File: src/pmc_cfg.svh
`ifndef PMC_CFG_SVH
`define PMC_CFG_SVH
// register byte offsets
`define PMC_OFS_MODE 12'h000
`define PMC_OFS_CALL 12'h004
`define PMC_OFS_FAULT 12'h008
`define PMC_OFS_WDCTL 12'h00C
`define PMC_OFS_WDCNT 12'h010
`define PMC_OFS_USRWIN 12'h014
`define PMC_OFS_CFG 12'h018
// call register fields
`define PMC_CALL_KIND_POS 7
`define PMC_CALL_RET_POS 8
// watchdog control fields
`define PMC_WD_EN_POS 0
`define PMC_WD_RST_VAL 32'h0000_0000
// post-delivery function enables after reset
`define PMC_FUNC_RST_VAL 8'hFF
// memory sizes in bytes
`define PMC_ROM_TEST_BYTES 32'h0002_0000
`define PMC_ROM_APP_SMALL 32'h0004_B000
`define PMC_ROM_APP_LARGE 32'h0006_0000
`define PMC_EE_MFG_BYTES 32'h0000_0200
`define PMC_EE_FW_BYTES 32'h0000_0300
`define PMC_RAM_FW_BYTES 32'h0000_0380
// vector counts and ROM vector bases
`define PMC_NUM_FWVEC 8
`define PMC_NUM_SYSVEC 32
`define PMC_VEC_EXC_BASE 32'h0000_0000
`define PMC_VEC_IRQ_BASE 32'h0000_0040
`define PMC_VEC_FW_BASE 32'h0000_0100
`define PMC_VEC_SYS_BASE 32'h0000_0200
`endif

File: src/pmc_pkg.sv
`default_nettype none
package pmc_pkg;
  typedef enum logic [2:0] {
    PMC_BOOT, PMC_TEST, PMC_FIRM, PMC_SYS, PMC_USER
  } pmc_mode_t;
  typedef enum logic [1:0] {
    PMC_MEM_ROM, PMC_MEM_EE, PMC_MEM_RAM, PMC_MEM_NONE
  } pmc_mem_t;
endpackage : pmc_pkg
`default_nettype wire

File: src/pmc_privilege_ctrl.sv
`timescale 1ns/1ps
`default_nettype none
`include "pmc_cfg.svh"
// Contract
// five modes, exactly one active
// super-system is boot, test or firmware
// software cannot enter super-system sub-modes
// one program per super-system sub-mode
// test enabled: reset ends in test
// test disabled: reset ends in system
// system unrestricted, user limited by system; the code confines system to the application regions (appHit)
// exceptions and event interrupts supported
// each event jumps to fixed vector
// eight firmware, 32 system vectors, explicit
// firmware vector enters firmware sub-mode
// system call vector enters system mode
// watchdog idle until software enables it
// each memory split into two parts
// ROM: 128k test, 300/384k application
// EEPROM: 512 manufacturer, 768 firmware reserved
// RAM: 896 firmware, rest application
// health option lets boot run tests
// unlocked post-delivery config toggles functions
// hardware reached only through registers
// test unrestricted, boot/firmware own regions
// user window written from system only
// violating access blocked, raises exception
// return restores mode before call
module pmc_privilege_ctrl
  import pmc_pkg::*;
#(
  parameter int EXC_NUM = 8,
  parameter int IRQ_NUM = 8,
  parameter int RAM_BYTES = 8320,
  parameter int EE_BYTES = 81920
) (
  // clock and reset
  input wire logic clk_sys,
  input wire logic rstn,
  // straps and options
  input wire logic testEnable,
  input wire logic romLarge,
  input wire logic healthOption,
  input wire logic cfgOption,
  input wire logic healthReq,
  // cpu events
  input wire logic [EXC_NUM-1:0] excReq,
  input wire logic [IRQ_NUM-1:0] irqReq,
  input wire logic bootDone,
  // cpu memory access check
  input wire logic memValid,
  input wire logic [1:0] memKind,
  input wire logic [31:0] memAddr,
  // ahb-lite slave
  input wire logic hsel,
  input wire logic [31:0] haddr,
  input wire logic [1:0] htrans,
  input wire logic hwrite,
  input wire logic [2:0] hsize,
  input wire logic [31:0] hwdata,
  input wire logic hready,
  output logic [31:0] hrdata,
  output logic hreadyout,
  output logic hresp,
  // mode and vector outputs
  output logic [2:0] cpuMode,
  output logic vecJump,
  output logic [31:0] vecAddr,
  output logic memBlock,
  output logic healthRun,
  output logic [7:0] hwFuncEn,
  output logic wdReset
);

  // ---------------------------------------------------------------
  // state
  // ---------------------------------------------------------------
  pmc_mode_t mode;
  pmc_mode_t savedMode;
  logic inCall;
  logic started;
  logic [31:0] wdCtl;
  logic [31:0] wdCnt;
  logic [31:0] usrWin;
  logic [7:0] funcEn;
  logic cfgLock;
  logic [31:0] faultAddr;
  logic faultSticky;
  logic dpWrite;
  logic [11:0] dpAddr;

  // first set bit index, shared by exception and irq dispatch
  function automatic logic [4:0] pmc_first(input logic [31:0] v);
    logic [4:0] r;
    r = 5'h00;
    for (int i = 31; i >= 0; i--) begin
      if (v[i]) begin
        r = 5'(i);
      end
    end
    return r;
  endfunction : pmc_first

  // ---------------------------------------------------------------
  // bus decode
  // ---------------------------------------------------------------
  wire logic addrPhase = hsel && htrans[1] && hready;
  wire logic busWr = dpWrite;
  // user window only from system
  wire logic wrUsr = busWr && dpAddr == `PMC_OFS_USRWIN && mode == PMC_SYS;
  // software cannot write a super-system mode
  wire logic wrCall = busWr && dpAddr == `PMC_OFS_CALL &&
                      (mode == PMC_SYS || mode == PMC_USER ||
                       mode == PMC_FIRM);
  wire logic wrWd = busWr && dpAddr == `PMC_OFS_WDCTL;
  // post-delivery config while unlocked
  wire logic wrCfg = busWr && dpAddr == `PMC_OFS_CFG && cfgOption &&
                     !cfgLock;
  wire logic callRet = wrCall && hwdata[`PMC_CALL_RET_POS];
  wire logic callFw = wrCall && !callRet && !hwdata[`PMC_CALL_KIND_POS];
  wire logic callSys = wrCall && !callRet && hwdata[`PMC_CALL_KIND_POS];
  // eight firmware vectors, 32 system call vectors
  wire logic [4:0] callIdx = callFw ? {2'b00, hwdata[2:0]} : hwdata[4:0];

  // ---------------------------------------------------------------
  // memory region checks
  // ---------------------------------------------------------------
  // rom split by major configuration
  wire logic [31:0] romApp = romLarge ? `PMC_ROM_APP_LARGE :
                                        `PMC_ROM_APP_SMALL;
  // rom test region sits above application region
  wire logic romTest = memAddr >= romApp &&
                       memAddr < romApp + `PMC_ROM_TEST_BYTES;
  wire logic romAppHit = memAddr < romApp;
  // manufacturer then firmware eeprom at the bottom
  wire logic eeRes = memAddr < `PMC_EE_MFG_BYTES + `PMC_EE_FW_BYTES;
  wire logic eeApp = !eeRes && memAddr < 32'(EE_BYTES);
  // firmware ram at the bottom, rest to application
  wire logic ramRes = memAddr < `PMC_RAM_FW_BYTES;
  wire logic ramApp = !ramRes && memAddr < 32'(RAM_BYTES);
  wire pmc_mem_t kind = pmc_mem_t'(memKind);
  wire logic resHit = (kind == PMC_MEM_ROM && romTest) ||
                      (kind == PMC_MEM_EE && eeRes) ||
                      (kind == PMC_MEM_RAM && ramRes);
  wire logic appHit = (kind == PMC_MEM_ROM && romAppHit) ||
                      (kind == PMC_MEM_EE && eeApp) ||
                      (kind == PMC_MEM_RAM && ramApp);
  // user limited to window granted by system
  wire logic usrOk = appHit && memAddr[31:12] >= {4'h0, usrWin[15:0]} &&
                     memAddr[31:12] <= {4'h0, usrWin[31:16]};
  // test unrestricted, boot and firmware reserved only
  wire logic accOk = mode == PMC_TEST ? 1'b1 :
                     (mode == PMC_BOOT || mode == PMC_FIRM) ? resHit :
                     mode == PMC_SYS ? appHit : usrOk;
  wire logic violation = memValid && !accOk;

  // ---------------------------------------------------------------
  // event dispatch
  // ---------------------------------------------------------------
  wire logic wdExpire = wdCtl[`PMC_WD_EN_POS] && wdCnt == 32'h0000_0001;
  // violation counts as exception zero
  wire logic [31:0] excAll = 32'(excReq) | {31'h0, violation | wdExpire};
  wire logic anyExc = |excAll;
  wire logic anyIrq = |irqReq;
  // fixed rom vector per event, exceptions first
  wire logic [31:0] evtVec = anyExc ?
      `PMC_VEC_EXC_BASE + {25'h0, pmc_first(excAll), 2'b00} :
      `PMC_VEC_IRQ_BASE + {25'h0, pmc_first(32'(irqReq)), 2'b00};
  wire logic [31:0] callVec = callFw ?
      `PMC_VEC_FW_BASE + {25'h0, callIdx, 2'b00} :
      `PMC_VEC_SYS_BASE + {25'h0, callIdx, 2'b00};

  // ---------------------------------------------------------------
  // next mode
  // ---------------------------------------------------------------
  pmc_mode_t next_mode;
  always_comb begin
    next_mode = mode;
    if (!started) begin
      // boot program runs first
      next_mode = PMC_BOOT;
    end else if (mode == PMC_BOOT && bootDone && !healthRun) begin
      // test while enabled
      // system after test disabled
      next_mode = testEnable ? PMC_TEST : PMC_SYS;
    end else if (callFw) begin
      // firmware vector enters firmware
      next_mode = PMC_FIRM;
    end else if (callSys) begin
      // system call enters system
      next_mode = PMC_SYS;
    end else if (callRet && inCall) begin
      // restore caller mode
      next_mode = savedMode;
    end else if (callRet && mode == PMC_SYS) begin
      // system code drops to user with no call open
      // a plain return from system, or a return to a user caller, leads into user
      next_mode = PMC_USER;
    end
  end

  // ---------------------------------------------------------------
  // mode register
  // ---------------------------------------------------------------
  // single encoded mode register
  // super-system held as sub-mode only
  always_ff @(posedge clk_sys or negedge rstn) begin
    if (!rstn) begin
      mode <= PMC_BOOT;
      savedMode <= PMC_SYS;
      inCall <= 1'b0;
      started <= 1'b0;
    end else begin
      started <= 1'b1;
      mode <= next_mode;
      if (callFw || callSys) begin
        savedMode <= mode;
        inCall <= 1'b1;
      end else if (callRet) begin
        inCall <= 1'b0;
      end
    end
  end

  // ---------------------------------------------------------------
  // health option during boot
  // ---------------------------------------------------------------
  // boot holds for self test when asked
  // dropping healthReq releases the hold; boot then leaves on bootDone
  always_ff @(posedge clk_sys or negedge rstn) begin
    if (!rstn) begin
      healthRun <= 1'b0;
    end else if (mode == PMC_BOOT && healthOption && healthReq) begin
      healthRun <= 1'b1;
    end else if (!healthReq) begin
      healthRun <= 1'b0;
    end
  end

  // ---------------------------------------------------------------
  // vector jumps and blocking
  // ---------------------------------------------------------------
  // exceptions and interrupts both dispatched
  always_ff @(posedge clk_sys or negedge rstn) begin
    if (!rstn) begin
      vecJump <= 1'b0;
      vecAddr <= 32'h0000_0000;
      memBlock <= 1'b0;
    end else begin
      vecJump <= anyExc || anyIrq || callFw || callSys;
      // block the violating access
      memBlock <= violation;
      if (anyExc || anyIrq) begin
        vecAddr <= evtVec;
      end else if (callFw || callSys) begin
        vecAddr <= callVec;
      end
    end
  end

  // ---------------------------------------------------------------
  // fault capture, set wins over clear
  // ---------------------------------------------------------------
  // a bus clear in the same cycle as a violation is lost on purpose
  always_ff @(posedge clk_sys or negedge rstn) begin
    if (!rstn) begin
      faultAddr <= 32'h0000_0000;
      faultSticky <= 1'b0;
    end else if (violation) begin
      faultAddr <= memAddr;
      faultSticky <= 1'b1;
    end else if (busWr && dpAddr == `PMC_OFS_FAULT) begin
      faultSticky <= 1'b0;
    end
  end

  // ---------------------------------------------------------------
  // watchdog
  // ---------------------------------------------------------------
  // inactive until enabled and loaded
  // expiry fires as the count leaves one; a load of zero never fires,
  // so the dog stays silent until a nonzero count is loaded, before or after enabling
  always_ff @(posedge clk_sys or negedge rstn) begin
    if (!rstn) begin
      wdCtl <= `PMC_WD_RST_VAL;
      wdCnt <= 32'h0000_0000;
      wdReset <= 1'b0;
    end else begin
      wdReset <= wdExpire;
      if (wrWd) begin
        wdCtl <= hwdata;
      end
      if (busWr && dpAddr == `PMC_OFS_WDCNT) begin
        wdCnt <= hwdata;
      end else if (wdCtl[`PMC_WD_EN_POS] && wdCnt != 32'h0000_0000) begin
        wdCnt <= wdCnt - 32'h0000_0001;
      end
    end
  end

  // ---------------------------------------------------------------
  // user window and post-delivery config
  // ---------------------------------------------------------------
  // lock is one-way until reset, so a locked setting stays put
  always_ff @(posedge clk_sys or negedge rstn) begin
    if (!rstn) begin
      usrWin <= 32'h0000_0000;
      funcEn <= `PMC_FUNC_RST_VAL;
      cfgLock <= 1'b0;
    end else begin
      if (wrUsr) begin
        usrWin <= hwdata;
      end
      if (wrCfg) begin
        funcEn <= hwdata[7:0];
        cfgLock <= hwdata[31];
      end
    end
  end

  // ---------------------------------------------------------------
  // ahb-lite slave, zero wait states
  // ---------------------------------------------------------------
  // all control through mapped registers
  // read mux keyed by the address phase so hrdata can be a flop;
  // a read right behind a write to the same word sees the old value
  wire logic [11:0] rdAddr = haddr[11:0];
  wire logic [31:0] rdMux =
      rdAddr == `PMC_OFS_MODE ? {29'h0, mode} :
      rdAddr == `PMC_OFS_CALL ? {31'h0, inCall} :
      rdAddr == `PMC_OFS_FAULT ? faultAddr :
      rdAddr == `PMC_OFS_WDCTL ? wdCtl :
      rdAddr == `PMC_OFS_WDCNT ? wdCnt :
      rdAddr == `PMC_OFS_USRWIN ? usrWin :
      rdAddr == `PMC_OFS_CFG ? {cfgLock, faultSticky, 22'h0, funcEn} :
      32'h0000_0000;

  always_ff @(posedge clk_sys or negedge rstn) begin
    if (!rstn) begin
      dpWrite <= 1'b0;
      dpAddr <= 12'h000;
    end else begin
      dpWrite <= addrPhase && hwrite && hsize == 3'b010;
      if (addrPhase) begin
        dpAddr <= haddr[11:0];
      end
    end
  end

  // read data captured at the address phase edge, stands the data phase
  always_ff @(posedge clk_sys or negedge rstn) begin
    if (!rstn) begin
      hrdata <= 32'h0000_0000;
    end else if (addrPhase && !hwrite) begin
      hrdata <= rdMux;
    end
  end

  // bus answer and mirrored outputs
  always_ff @(posedge clk_sys or negedge rstn) begin
    if (!rstn) begin
      hreadyout <= 1'b1;
      hresp <= 1'b0;
      cpuMode <= 3'h0;
      hwFuncEn <= `PMC_FUNC_RST_VAL;
    end else begin
      hreadyout <= 1'b1;
      hresp <= 1'b0;
      cpuMode <= next_mode;
      hwFuncEn <= funcEn;
    end
  end

endmodule : pmc_privilege_ctrl
`default_nettype wire

File: config.mk
export PLATFORM = sky130hd
export DESIGN_NAME = pmc_privilege_ctrl
export DESIGN_NICKNAME = d
export VERILOG_FILES = /design/src/pmc_pkg.sv /design/src/pmc_privilege_ctrl.sv
export VERILOG_INCLUDE_DIRS = /design/src /design/src/src
export SDC_FILE = /design/constraint.sdc
export NUM_CORES = 1
export LEC_CHECK = 0
export ABC_AREA = 1
export BUFFER_PORTS_ARGS = -buffer_cell sky130_fd_sc_hd__buf_2
export CAP_MARGIN = 30
export CORE_ASPECT_RATIO = 0.8
export CORE_MARGIN = 10
export CORE_UTILIZATION = 63
export CTS_BUF_LIST = sky130_fd_sc_hd__clkbuf_4
export DETAILED_ROUTE_END_ITERATION = 12
export GPL_TIMING_DRIVEN = 0
export PLACE_DENSITY = 0.88
export SLEW_MARGIN = 20
export SYNTH_ARGS = -nofsm -noshare
export SYNTH_HDL_FRONTEND = slang
export SYNTH_SLANG_ARGS = --single-unit
File: constraint.sdc
create_clock -name clk_sys -period 4.7 [get_ports clk_sys]
set_input_delay 0.47 -clock clk_sys [delete_from_list [all_inputs] [get_ports clk_sys]]
set_output_delay 0.47 -clock clk_sys [all_outputs]
set_load 0.05 [all_outputs]
=== Yosys cells after proc, flatten, opt, wreduce, memory -nomap -nowiden ===
Cells that the tools add are included.

* Register bits: 235
* Input port bits: 131
* Output and inout bits: 81
* Logic and storage cells: 197

* $add $sub $neg: 5
* Magnitude comparators: 9
* Equal/unequal tests: 22
* Mux-type cells: 71
* Bitwise logic cells: 2
* Reduce and logical (&&, ||, !) cells: 68

{| class="wikitable"
|+ Operator list
! cell !! number
|-
| $mux 32 || 11
|-
| $mux 5 || 40
|-
| $eq 12x5->1 const B || 6
|-
| $eq 12x4->1 const B || 4
|-
| $logic_and 1x1->1 || 39
|-
| $eq 32x1->1 const B || 1
|-
| $ge 32x19->1 || 1
|-
| $lt 32x10->1 const B || 1
|-
| $lt 32x11->1 const B || 1
|-
| $lt 32x14->1 const B || 1
|-
| $lt 32x17->1 const B || 1
|-
| $lt 32x19->1 || 1
|-
| $lt 32x20->1 || 1
|-
| $reduce_bool 32->1 || 1
|-
| $reduce_or 32->1 || 1
|-
| $sub 32x1->32 const B || 1
|-
| $eq 12x3->1 const B || 2
|-
| $mux 3 || 7
|-
| $add 19x18->20 const B || 1
|-
| $ge 20x16->1 || 1
|-
| $le 20x16->1 || 1
|-
| $mux 18 || 1
|-
| $logic_not 12->1 || 1
|-
| $add 10x7->11 const A || 1
|-
| other kinds (21) || 51
|}

=== Longest topological paths before layout ===
Gate-level depths: netlist of the first run.

* Word-level depth: 34
* Mapped depth: 20
* Gate-level depth less buffers: 20

=== Worst setup path after synthesis of the first run ===
Ideal clock, no wire load.

* Kind: input-to-reg
* From: input romLarge
* To: register faultAddr[20]
* Library setup time: 0.116 ns
* Data arrival time: 1.972 ns
* Data required time: 4.584 ns
* Slack: 2.612 ns
* Stages: 16
* Buffers on the path: 2
* Cell sequence: inv_1 > ha_1 > nand2_1 > nand2_1 > nand2_1 > nand3_1 > nor2_1 > nand3_1 > nand2_1 > nand2_1 > a21oi_1 > nand2_2 > buf_6 > buf_4 > nand2_1 > nand2_1

* Word-level cells in the longest chain between the ends: 12
* Elaborated cells between the ends (all ways): 19
* Classes of those cells: add/sub (1); order compare (3); mux (4); reduce/logical (11)

{| class="wikitable"
|+ Ends and longest elaborated chain
! item !! line !! source
|-
| from (decl) || pmc_privilege_ctrl.sv:42 || <nowiki>input wire logic romLarge,</nowiki>
|-
| $mux 18 (no source line) (*) || -- ||
|-
| parallel branches: the longest is 7 deep, another holds $lt 32x20->1 || -- ||
|-
| $mux 1 (*) || pmc_privilege_ctrl.sv:153 || <nowiki>(mode == PMC_BOOT || mode == PMC_FIRM) ? resHit :</nowiki>
|-
| $mux 1 (*) || pmc_privilege_ctrl.sv:152 || <nowiki>wire logic accOk = mode == PMC_TEST ? 1'b1 :</nowiki>
|-
| $logic_not 1->1 (*) || pmc_privilege_ctrl.sv:155 || <nowiki>wire logic violation = memValid && !accOk;</nowiki>
|-
| $logic_and 1x1->1 (*) || pmc_privilege_ctrl.sv:155 ||
|-
| to (signal assigned) || pmc_privilege_ctrl.sv:270 || <nowiki>faultAddr <= memAddr;</nowiki>
|-
| to (decl) || pmc_privilege_ctrl.sv:87 || <nowiki>logic [31:0] faultAddr;</nowiki>
|}

Every way passes the cells marked *.
A chain may end at the register's enable or synchronous reset.

=== Worst setup path after layout of the first run ===
* From: register usrWin[31]
* To: register faultAddr[18]

* Word-level cells in the longest chain between the ends: 7

{| class="wikitable"
|+ Ends and longest elaborated chain
! item !! line !! source
|-
| from (decl) || pmc_privilege_ctrl.sv:84 || <nowiki>logic [31:0] usrWin;</nowiki>
|-
| from (signal assigned) || pmc_privilege_ctrl.sv:312 || <nowiki>usrWin <= hwdata;</nowiki>
|-
| $le 20x16->1 (not written as such) || pmc_privilege_ctrl.sv:150 || <nowiki>memAddr[31:12] <= {4'h0, usrWin[31:16]};</nowiki>
|-
| $logic_and 1x1->1 || pmc_privilege_ctrl.sv:149 || <nowiki>wire logic usrOk = appHit && memAddr[31:12] >= {4'h0, usrWin[15:0]} &&</nowiki>
|-
| $mux 1 || pmc_privilege_ctrl.sv:154 || <nowiki>mode == PMC_SYS ? appHit : usrOk;</nowiki>
|-
| $mux 1 || pmc_privilege_ctrl.sv:153 ||
|-
| $mux 1 || pmc_privilege_ctrl.sv:152 ||
|-
| $logic_not 1->1 || pmc_privilege_ctrl.sv:155 ||
|-
| $logic_and 1x1->1 || pmc_privilege_ctrl.sv:155 ||
|}

No other way between the ends.

==> results of run 1 <==
-- flip-flops by register name (all words and copies together) (netlist names), 3 cells and up --
signal / cells
cpuMode: 3
dpAddr: 12
faultAddr: 32
funcEn: 8
hrdata: 32
hwFuncEn: 8
savedMode: 3
usrWin: 32
vecAddr: 7
wdCnt: 32
wdCtl: 32
-- cells by family (layout without fill, tap and decap cells) --
kind of cell,Yosys count,in the layout,synth area share
AOI/OAI and AO/OA,325,325,0.1675
xor gates and xnor gates,17,17,0.01269
adders and majority gates,41,41,0.04372
buffers and inverters,286,551,0.1048
DFF,210,210,0.4498
muxes,1,1,0.0008532
other,2,29,0.0006401
and+or+nand+nor,599,599,0.2199
-- layer usage --
metal  global-route usage  wire length [µm]  vias up
li1                     -                 -     5344
met1               0.4331             16080     5464
met2               0.4697             16900      772
met3              0.08910              5357      111
met4               0.1087              1180        2
met5                    0                13        -
-- final cells by class --
cell class                      count  area [µm²]  area share
Tap cell                          253       316.6     0.02303
Antenna cell                        1       2.502   0.0001820
Clock inverter                     20       102.6    0.007463
Inverter                          212       798.3     0.05806
Multi-Input combinational cell   1011        5323      0.3871
Clock buffer                       76       570.5     0.04150
Buffer                             74       431.7     0.03140
Sequential cell                   210        5278      0.3839
Timing Repair Buffer              169       925.9     0.06735
-- worst max-delay path, delay by kind of cell (launching register included) --
| kind | cells | cell delay (ns) |
|---|---|---|
| fa+ha+maj | 1 | 0.31 |
| compound gates | 1 | 0.19 |
| buf+inv | 2 | 0.49 |
| flops | 1 | 0.40 |
| simple gates | 10 | 1.13 |
-- synth_stat cells, types with 5 or more instances --
library cell | number | area, µm²
nand2_1 | 348 | 1306
inv_1 | 198 | 743.2
dfrtp_1 | 192 | 4805
o21ai_0 | 168 | 840.8
nor2_1 | 119 | 446.7
nand3_1 | 58 | 290.3
ha_1 | 41 | 513.0
a21oi_1 | 35 | 175.2
clkbuf_1 | 34 | 127.6
buf_4 | 29 | 217.7
o221ai_1 | 29 | 254.0
o21ai_1 | 26 | 130.1
dfstp_2 | 18 | 473.0
nand4_1 | 18 | 112.6
nor3_1 | 17 | 85.08
xor2_1 | 16 | 140.1
inv_2 | 11 | 41.29
a21boi_0 | 10 | 75.07
o211ai_1 | 10 | 75.07
o22ai_1 | 10 | 62.56
o221ai_2 | 9 | 135.1
a22oi_1 | 8 | 60.06
nor2_2 | 8 | 50.05
buf_2 | 6 | 30.03
nor4_1 | 6 | 37.54
buf_6 | 5 | 56.30
-- power groups by stage --
stage	registers, mW	logic, mW	clock network [mW]
floorplan	2.07	0.396	0
global placement	2.06	0.625	0
detailed placement	2.07	0.654	0
CTS	2.04	0.661	1.58
global route	2.06	0.741	1.68
finish	2.04	0.672	1.58
-- repair_timing --
item / CTS / global route
buffers inserted: 0 / 0
hold buffers: 5 / 0
hold endpoints to repair: 195 / 0
-- per-stage QoR --
step                      setup TNS [ns]    util
final                                  0  0.7545
after global placement            -52.12  0.7111
after global routing                   0  0.7545
after CTS                              0  0.7543
after floorplan                        0       -
after detailed placement               0  0.7146
-- worst paths after layout --
path	startpoint	endpoint	slack [ns]	depth (start not counted)
min in group asynchronous	rstn	dpAddr[3]	0.17	2
hold / removal	healthReq	healthRun	0.04	2
setup / recovery	usrWin[31]	faultAddr[18]	2.02	14
hold reg to reg	funcEn[7]	hwFuncEn[7]	0.38	0
max in group asynchronous	rstn	hwFuncEn[5]	3.78	3
setup reg to reg	usrWin[31]	faultAddr[18]	2.02	14
==> out/summary.txt, run 1 <==
Final WS setup -> 2.024 ns
Peak supply drop -> 0.0002533 V
Root buffer cell -> clkbuf_4
Netlist cell types -> 54
P&R area growth vs syn -> 17.18%
Sequential power share -> 0.475
Worst Tran Pin Value -> 0.9383 ns
Post-synth EDFFs -> 0
Ys Warns -> 0
Fin area -> 0.01375 mm²
Post-route non-filler standard cell count -> 2026
Fmax -> 373.7 MHz
TritonCTS buffer count -> 51
CP Launch Type -> flop
P_int -> 2.947 mW
Ratio of cells with drive above 1 in the final layout -> 0.1975
Top-Level Pins -> 212
Total grt overflow -> 0
Worst hold slack -> 0.03767 ns
Cells along the critical path -> inv_1, ha_1, nand4_1, nor2_2, nand2_1, nor2_1, nand3b_1, nand2_1, nand2_1, nand2_1, nand2_1, nand2_2, clkbuf_1, o21ai_0
Psw -> 1.352 mW
Synth Flop Type -> dfrtp_1
Status -> complete, no violations
Sink Count -> 210
Clock Power Share -> 0.369
Final min period -> 2.676 ns
Seq/Total Area, Yosys -> 0.4498
Syn_area_per_cell -> 7.922 µm²
CP Data Arrival Time -> 3.20 ns
Antenna violations before repair -> 2
Final #Nets -> 1901
Placed cells -> 1924
Post-route ant nets -> 0
Pre-CTS setup slack -> 1.725 ns
Combinational power share -> 0.156
Post-synthesis cell count -> 1481
Max incr delay on CP -> 0.42 ns
Cell mode on critical path -> nand2_1
FF+latch count, synth -> 210
PortBufs -> 162
Most frequent cells in the layout -> nand2_1 (348), inv_1 (198), dfrtp_1 (192)
Core box area -> 0.01822 mm²
Post-CTS Resized -> 0
First-pass GRT wire length -> 61820 µm
TritonRoute pass-1 iters -> 6
Slew headroom -> 0.3693
Slowest-stage cell, CP -> clkbuf_1
Reg clk slew, reported paths -> 0.07 ns
Critical path class -> reg -> reg
Drt drc -> 0
Total power -> 4.298 mW
Commonest non-fill, non-tap cell in the layout -> nand2_1
Endpoints failing setup -> 0
Via count -> 11690
H-tree Lvls -> 2
Total Wirelength -> 39520 µm
RSZ-0062 raised after global routing -> false
Critical Path RT -> 5.23 ns
Row cnt -> 44
Worst min path class -> in -> reg
Crit end category -> flop
GRT Util Overall -> 0.3151
# fillers -> 1427
CTS tree -> yes
Placed Area -> 0.01302 mm²
Crit share post-route -> 0.5694
Initial DRC count -> 1498
Die footprint -> 0.02452 mm²
Vias per cell -> 5.771
Initial Utilization -> 0.6438
Largest net degree at the start of global routing -> 105
Synth Cell Area -> 0.01173 mm²
Async set or reset register ratio after synthesis -> 1.000
DP HPWL -> 30420 µm
PwrDens -> 312.7 mW/mm²
Max cap viols -> 0
Clock Path Buffers -> 3
Skew-Pair Late Insertion Delay -> 0.70 ns
Chip height -> 142.1 µm
Layout Skew -> 0.03381 ns
Hold Violations, Final -> 0
Vias in the first global route -> 11340
Die Width -> 172.6 µm
WL per Instance -> 19.51 µm
Net Sw Frac -> 0.3145
Peak fanout along the critical path -> 10
P_leak -> 7.480 nW
GPL Wtd Cong -> 0.9659
Fin. max-slew vios -> 0
Power figures use the tool's default switching activity.
==> inputs of run 2 (changes only) <==
Settings changed: CORE_UTILIZATION 63 to 58, PLACE_DENSITY 0.88 to 0.82.
Clock period 4.7 ns to 2.6 ns, I/O delays scaled along.
==> out/summary.txt, run 2 (synthesis results as in run 1) <==
Status -> complete, no violations
Row cnt -> 46
Max cap viols -> 0
Total grt overflow -> 0
Antenna violations before repair -> 4
Fin. max-slew vios -> 0
Die footprint -> 0.02635 mm²
Final #Nets -> 1988
Layout Skew -> 0.05871 ns
Top sig layer -> met4
TritonRoute pass-1 iters -> 6
R2R Setup Slk -> 0.14 ns
Reg clk slew, reported paths -> 0.07 ns
WL per Instance -> 19.64 µm
Largest net degree at the start of global routing -> 86
Crit end category -> flop
Clock Path Buffers -> 3
Total power -> 7.833 mW
TritonCTS buffer count -> 52
Cell mode on critical path -> inv_1
Post-layout util -> 0.7363
Post-route ant nets -> 0
Crit share post-route -> 0.9884
Initial DRC count -> 1298
GRT Util Overall -> 0.3084
Root buffer cell -> clkbuf_4
# fillers -> 1600
CP Launch Type -> input port
Initial Utilization -> 0.5909
Placed Area -> 0.01304 mm²
Core box area -> 0.01986 mm²
Die Width -> 179.0 µm
Worst Tran Pin Value -> 0.9497 ns
Max incr delay on CP -> 0.54 ns
Hold Violations, Final -> 0
Slew headroom -> 0.3616
H-tree Lvls -> 2
Commonest non-fill, non-tap cell in the layout -> nand2_1
Fmax -> 389.1 MHz
Final min period -> 2.570 ns
Met2 WL -> 18140 µm
Setup_tns -> 0 ns
Critical path's top delay family -> buffers and inverters
Critical path class -> in -> reg
Skew-Pair Late Insertion Delay -> 0.71 ns
Peak fanout along the critical path -> 10
Crit path buffers/inverters -> 6
Drt drc -> 0
GPL Wtd Cong -> 0.9617
Vias per cell -> 5.653
DP HPWL -> 30270 µm
RSZ-0062 raised after global routing -> false
Endpoints failing setup -> 0
Storage cell area -> 0.005278 mm²
Slowest-stage cell, CP -> dlygate4sd3_1
Ratio of cells with drive above 1 in the final layout -> 0.1901
Wl on met1 -> 17190 µm
P_leak -> 7.818 nW
PwrDens -> 535.8 mW/mm²
Vias in the first global route -> 11670
Chip height -> 147.2 µm
PortBufs -> 162
CTS tree -> yes
Area of the multi-input gates -> 0.005343 mm²
Routed met3 length -> 5239 µm
Pre-CTS setup slack -> -0.1519 ns
Sink Count -> 210
Total Wirelength -> 41630 µm
Critical Path RT -> 3.13 ns
P&R area growth vs syn -> 24.61%
Fin area -> 0.01462 mm²
CP Data Arrival Time -> 3.10 ns
First-pass GRT wire length -> 63820 µm
Via count -> 11990
Cells along the critical path -> dlygate4sd3_1, buf_2, inv_1, nand4_1, nor2_2, inv_1, nor2_4, inv_1, clkbuf_1, o21ai_0, a211oi_1, o21ai_1
Worst min path class -> in -> reg
Postcts setup bufs -> 0
Peak supply drop -> 0.0005100 V
Top-Level Pins -> 212
Final WS setup -> 0.03023 ns
Most frequent cells in the layout -> nand2_1 (348), inv_1 (197), dfrtp_1 (192)
## run 2: cell count changes in the layout (fill, tap and decap cells not counted), moves of 3 or more
cell / change
o21ai_0: -5
o21ai_1: +5
dlygate4sd3_1: +86
diode_2: +3
clkbuf_4: -4
## run 2: worst paths after layout
path                            from           to  cells past startpoint
max reg2reg                 wdCnt[0]    wdCnt[19]                     12
min in group asynchronous       rstn    hrdata[7]                      2
min reg2reg                funcEn[6]  hwFuncEn[6]                      0
max in group asynchronous       rstn    funcEn[5]                      4
max                         haddr[8]    hrdata[7]                     12
min                        excReq[3]   vecAddr[4]                      6
## run 2: report_power, final
part	internal, mW	switching, mW
Sequential	3.49	0.211
Clock	1.38	1.42
Combinational	0.478	0.851
Total	5.35	2.49
## run 2: area by class of cell
| class | instances | area share |
|---|---|---|
| multi-input cells | 1011 | 0.3654 |
| flip-flops and latches | 210 | 0.3610 |
| repair buffers | 255 | 0.1222 |
| inverters | 212 | 0.05460 |
| clock buffers | 72 | 0.03697 |
| plain buffers | 74 | 0.02970 |
| well taps | 264 | 0.02259 |
| clock inverters | 18 | 0.006846 |
| diodes | 4 | 0.0006846 |
## run 2: metrics by stage
step | hold slack (ns) | std cells
after floorplan | -0.03559 | 1507
after global placement | 0.3716 | 1933
after detailed placement | 0.2539 | 1935
after CTS | 0.007530 | 2116
after global routing | 0.02512 | 2120
final | 0.03387 | 2120
## run 2: timing repair
| item | in CTS | in global routing |
|---|---|---|
| resized for setup | 0 | 15 |
| setup endpoints to repair | 0 | 71 |
| endpoints found under the hold margin | 232 | 0 |
| hold buffers | 91 | 0 |
## run 2: per-layer routing
layer | track usage | vias to the layer above
met5 | 0 | -
met4 | 0.1032 | 0
met3 | 0.08863 | 104
met2 | 0.4598 | 751
met1 | 0.4207 | 5605
li1 | - | 5525
## run 2: worst register-to-register path, stage by stage (launching register included)
cell	delay, ns
dfrtp_1	0.40
inv_1	0.18
ha_1	0.25
nand2_2	0.11
nor2_4	0.17
inv_2	0.09
nor3_4	0.16
inv_2	0.06
o21ai_4	0.32
nor2_2	0.15
buf_2	0.23
nand2_1	0.11
o221ai_2	0.08
==> inputs of run 3 (changes only) <==
Settings changed: CORE_MARGIN 10 to 2, CORE_UTILIZATION 58 to 63, PLACE_DENSITY 0.82 to 0.88, TNS_END_PERCENT from default to 100.
Clock period 2.6 ns to 3.1 ns, I/O delays scaled along.
==> out/summary.txt, run 3 (synthesis results as in run 1) <==
PwrDens -> 469.0 mW/mm²
Vias per cell -> 5.882
CP Data Arrival Time -> 3.59 ns
Clock Path Buffers -> 3
CP Launch Type -> flop
P_leak -> 7.804 nW
Antenna violations before repair -> 2
Sequential power share -> 0.456
Chip height -> 126.1 µm
Pre-CTS setup slack -> 0.4422 ns
Total power -> 6.812 mW
Crit share post-route -> 0.9599
Placed cells -> 1924
Hold Violations, Final -> 0
Critical path's top delay family -> simple AND/OR/NAND/NOR gates
Post-route ant nets -> 0
Final WS setup -> 0.1244 ns
Via count -> 12330
Fin. max-slew vios -> 0
Max cap viols -> 0
Psw -> 2.129 mW
Worst Tran Pin Value -> 1.023 ns
Peak fanout along the critical path -> 6
Top-Level Pins -> 212
Slew headroom -> 0.3121
Peak supply drop -> 0.0004007 V
Commonest non-fill, non-tap cell in the layout -> nand2_1
Cell mode on critical path -> nand2_1
Final min period -> 2.976 ns
P&R area growth vs syn -> 23.78%
Critical Path RT -> 3.72 ns
Postcts setup bufs -> 0
Drt drc -> 0
Core box area -> 0.01822 mm²
WL per Instance -> 19.37 µm
Initial DRC count -> 1505
CTS tree -> yes
Setup_tns -> 0 ns
Largest net degree at the start of global routing -> 103
Most frequent cells in the layout -> nand2_1 (348), inv_1 (198), dfrtp_1 (192)
Worst min path class -> in -> reg
First-pass GRT wire length -> 62530 µm
Total grt overflow -> 0
P_int -> 4.682 mW
Root buffer cell -> clkbuf_4
PortBufs -> 162
Reg clk slew, reported paths -> 0.08 ns
Critical path class -> reg -> reg
Cells along the critical path -> inv_1, ha_1, nand2_1, nor2_1, inv_1, nor2_1, nand2_1, nand2_1, nor2_1, nand3_1, nand2_1, nand2_1, nand2_1, nand2_4, nand4_4, inv_1, nand3_1, dlygate4sd3_1, nand3_1
Crit end category -> flop
Ratio of cells with drive above 1 in the final layout -> 0.1911
Vias in the first global route -> 11890
Endpoints failing setup -> 0
Die Width -> 156.6 µm
Fin area -> 0.01452 mm²
Combinational power share -> 0.164
Row cnt -> 44
TritonCTS buffer count -> 53
Slowest-stage cell, CP -> dlygate4sd3_1
Final #Nets -> 1976
TritonRoute pass-1 iters -> 7
Total Wirelength -> 40600 µm
GPL Wtd Cong -> 0.9631
Max incr delay on CP -> 0.57 ns
H-tree Lvls -> 2
Sink Count -> 210
Placed Area -> 0.01302 mm²
Clock Power Share -> 0.380
Crit path buffers/inverters -> 4
Fmax -> 336.1 MHz
Status -> complete, no violations
Skew-Pair Late Insertion Delay -> 0.70 ns
Die footprint -> 0.01974 mm²
GRT Util Overall -> 0.4121
Net Sw Frac -> 0.3126
Layout Skew -> 0.05191 ns
DP HPWL -> 28640 µm
Post-route non-filler standard cell count -> 2096
Initial Utilization -> 0.6438
-- run 3: cell types whose count changed in the layout (fill, tap and decap cells not counted), sizes merged --
cell,before,now
dlygate4sd3,91,78
clkbuf,106,109
clkinv,19,16
diode,4,1
bufinv,1,3
inv,210,211
-- run 3: per-stage QoR --
step                hold slack (ns)    util
floorplan                   0.01441       -
global placement             0.3709  0.7111
detailed placement           0.1866  0.7146
CTS                        0.002512  0.7966
global route                0.03399  0.7968
finish                      0.02830  0.7970
-- run 3: power groups by stage --
stage / logic (mW) / clock network (mW) / registers (mW)
detailed placement: 0.992 / 0 / 3.14
global route: 1.21 / 2.71 / 3.12
floorplan: 0.600 / 0 / 3.14
global placement: 0.946 / 0 / 3.13
CTS: 1.07 / 2.55 / 3.09
finish: 1.12 / 2.59 / 3.11
-- run 3: timing repair --
item,CTS,global route
resized for setup,0,1
hold endpoints to repair,219,0
hold buffers,78,0
endpoints found under the setup margin,0,1
-- run 3: worst paths after layout --
path	from	to	slack, ns	cells after the start
max	usrWin[15]	vecAddr[2]	0.12	19
min	memAddr[19]	faultAddr[19]	0.03	3
max reg2reg	usrWin[15]	vecAddr[2]	0.12	19
min reg2reg	funcEn[4]	hwFuncEn[4]	0.38	0
max in group asynchronous	rstn	wdCnt[15]	1.81	4
min in group asynchronous	rstn	hrdata[17]	0.07	2
-- run 3: area by class of cell --
| cell class | instances | area [µm²] |
|---|---|---|
| Multi-Input combinational cell | 1011 | 5328 |
| Sequential cell | 210 | 5278 |
| Fill cell | 1225 | 3700 |
| Timing Repair Buffer | 242 | 1657 |
| Inverter | 212 | 798.3 |
| Clock buffer | 75 | 563.0 |
| Buffer | 74 | 431.7 |
| Tap cell | 253 | 316.6 |
| Clock inverter | 18 | 148.9 |
| Antenna cell | 1 | 2.502 |
-- run 3: per-layer routing --
metal	global-route usage	up-vias	wire, µm
met5	0	-	0
met4	0.1533	0	1418
met3	0.1418	140	5872
met2	0.6235	894	17500
met1	0.5529	5792	15810
li1	-	5502	-
-- run 3: worst reg2reg max path: cells and delay by family (launching register included) --
| kind | cells | cell delay, ns |
|---|---|---|
| flops | 1 | 0.36 |
| fa+ha+maj | 1 | 0.31 |
| buf+inv | 4 | 0.88 |
| simple gates | 14 | 1.40 |
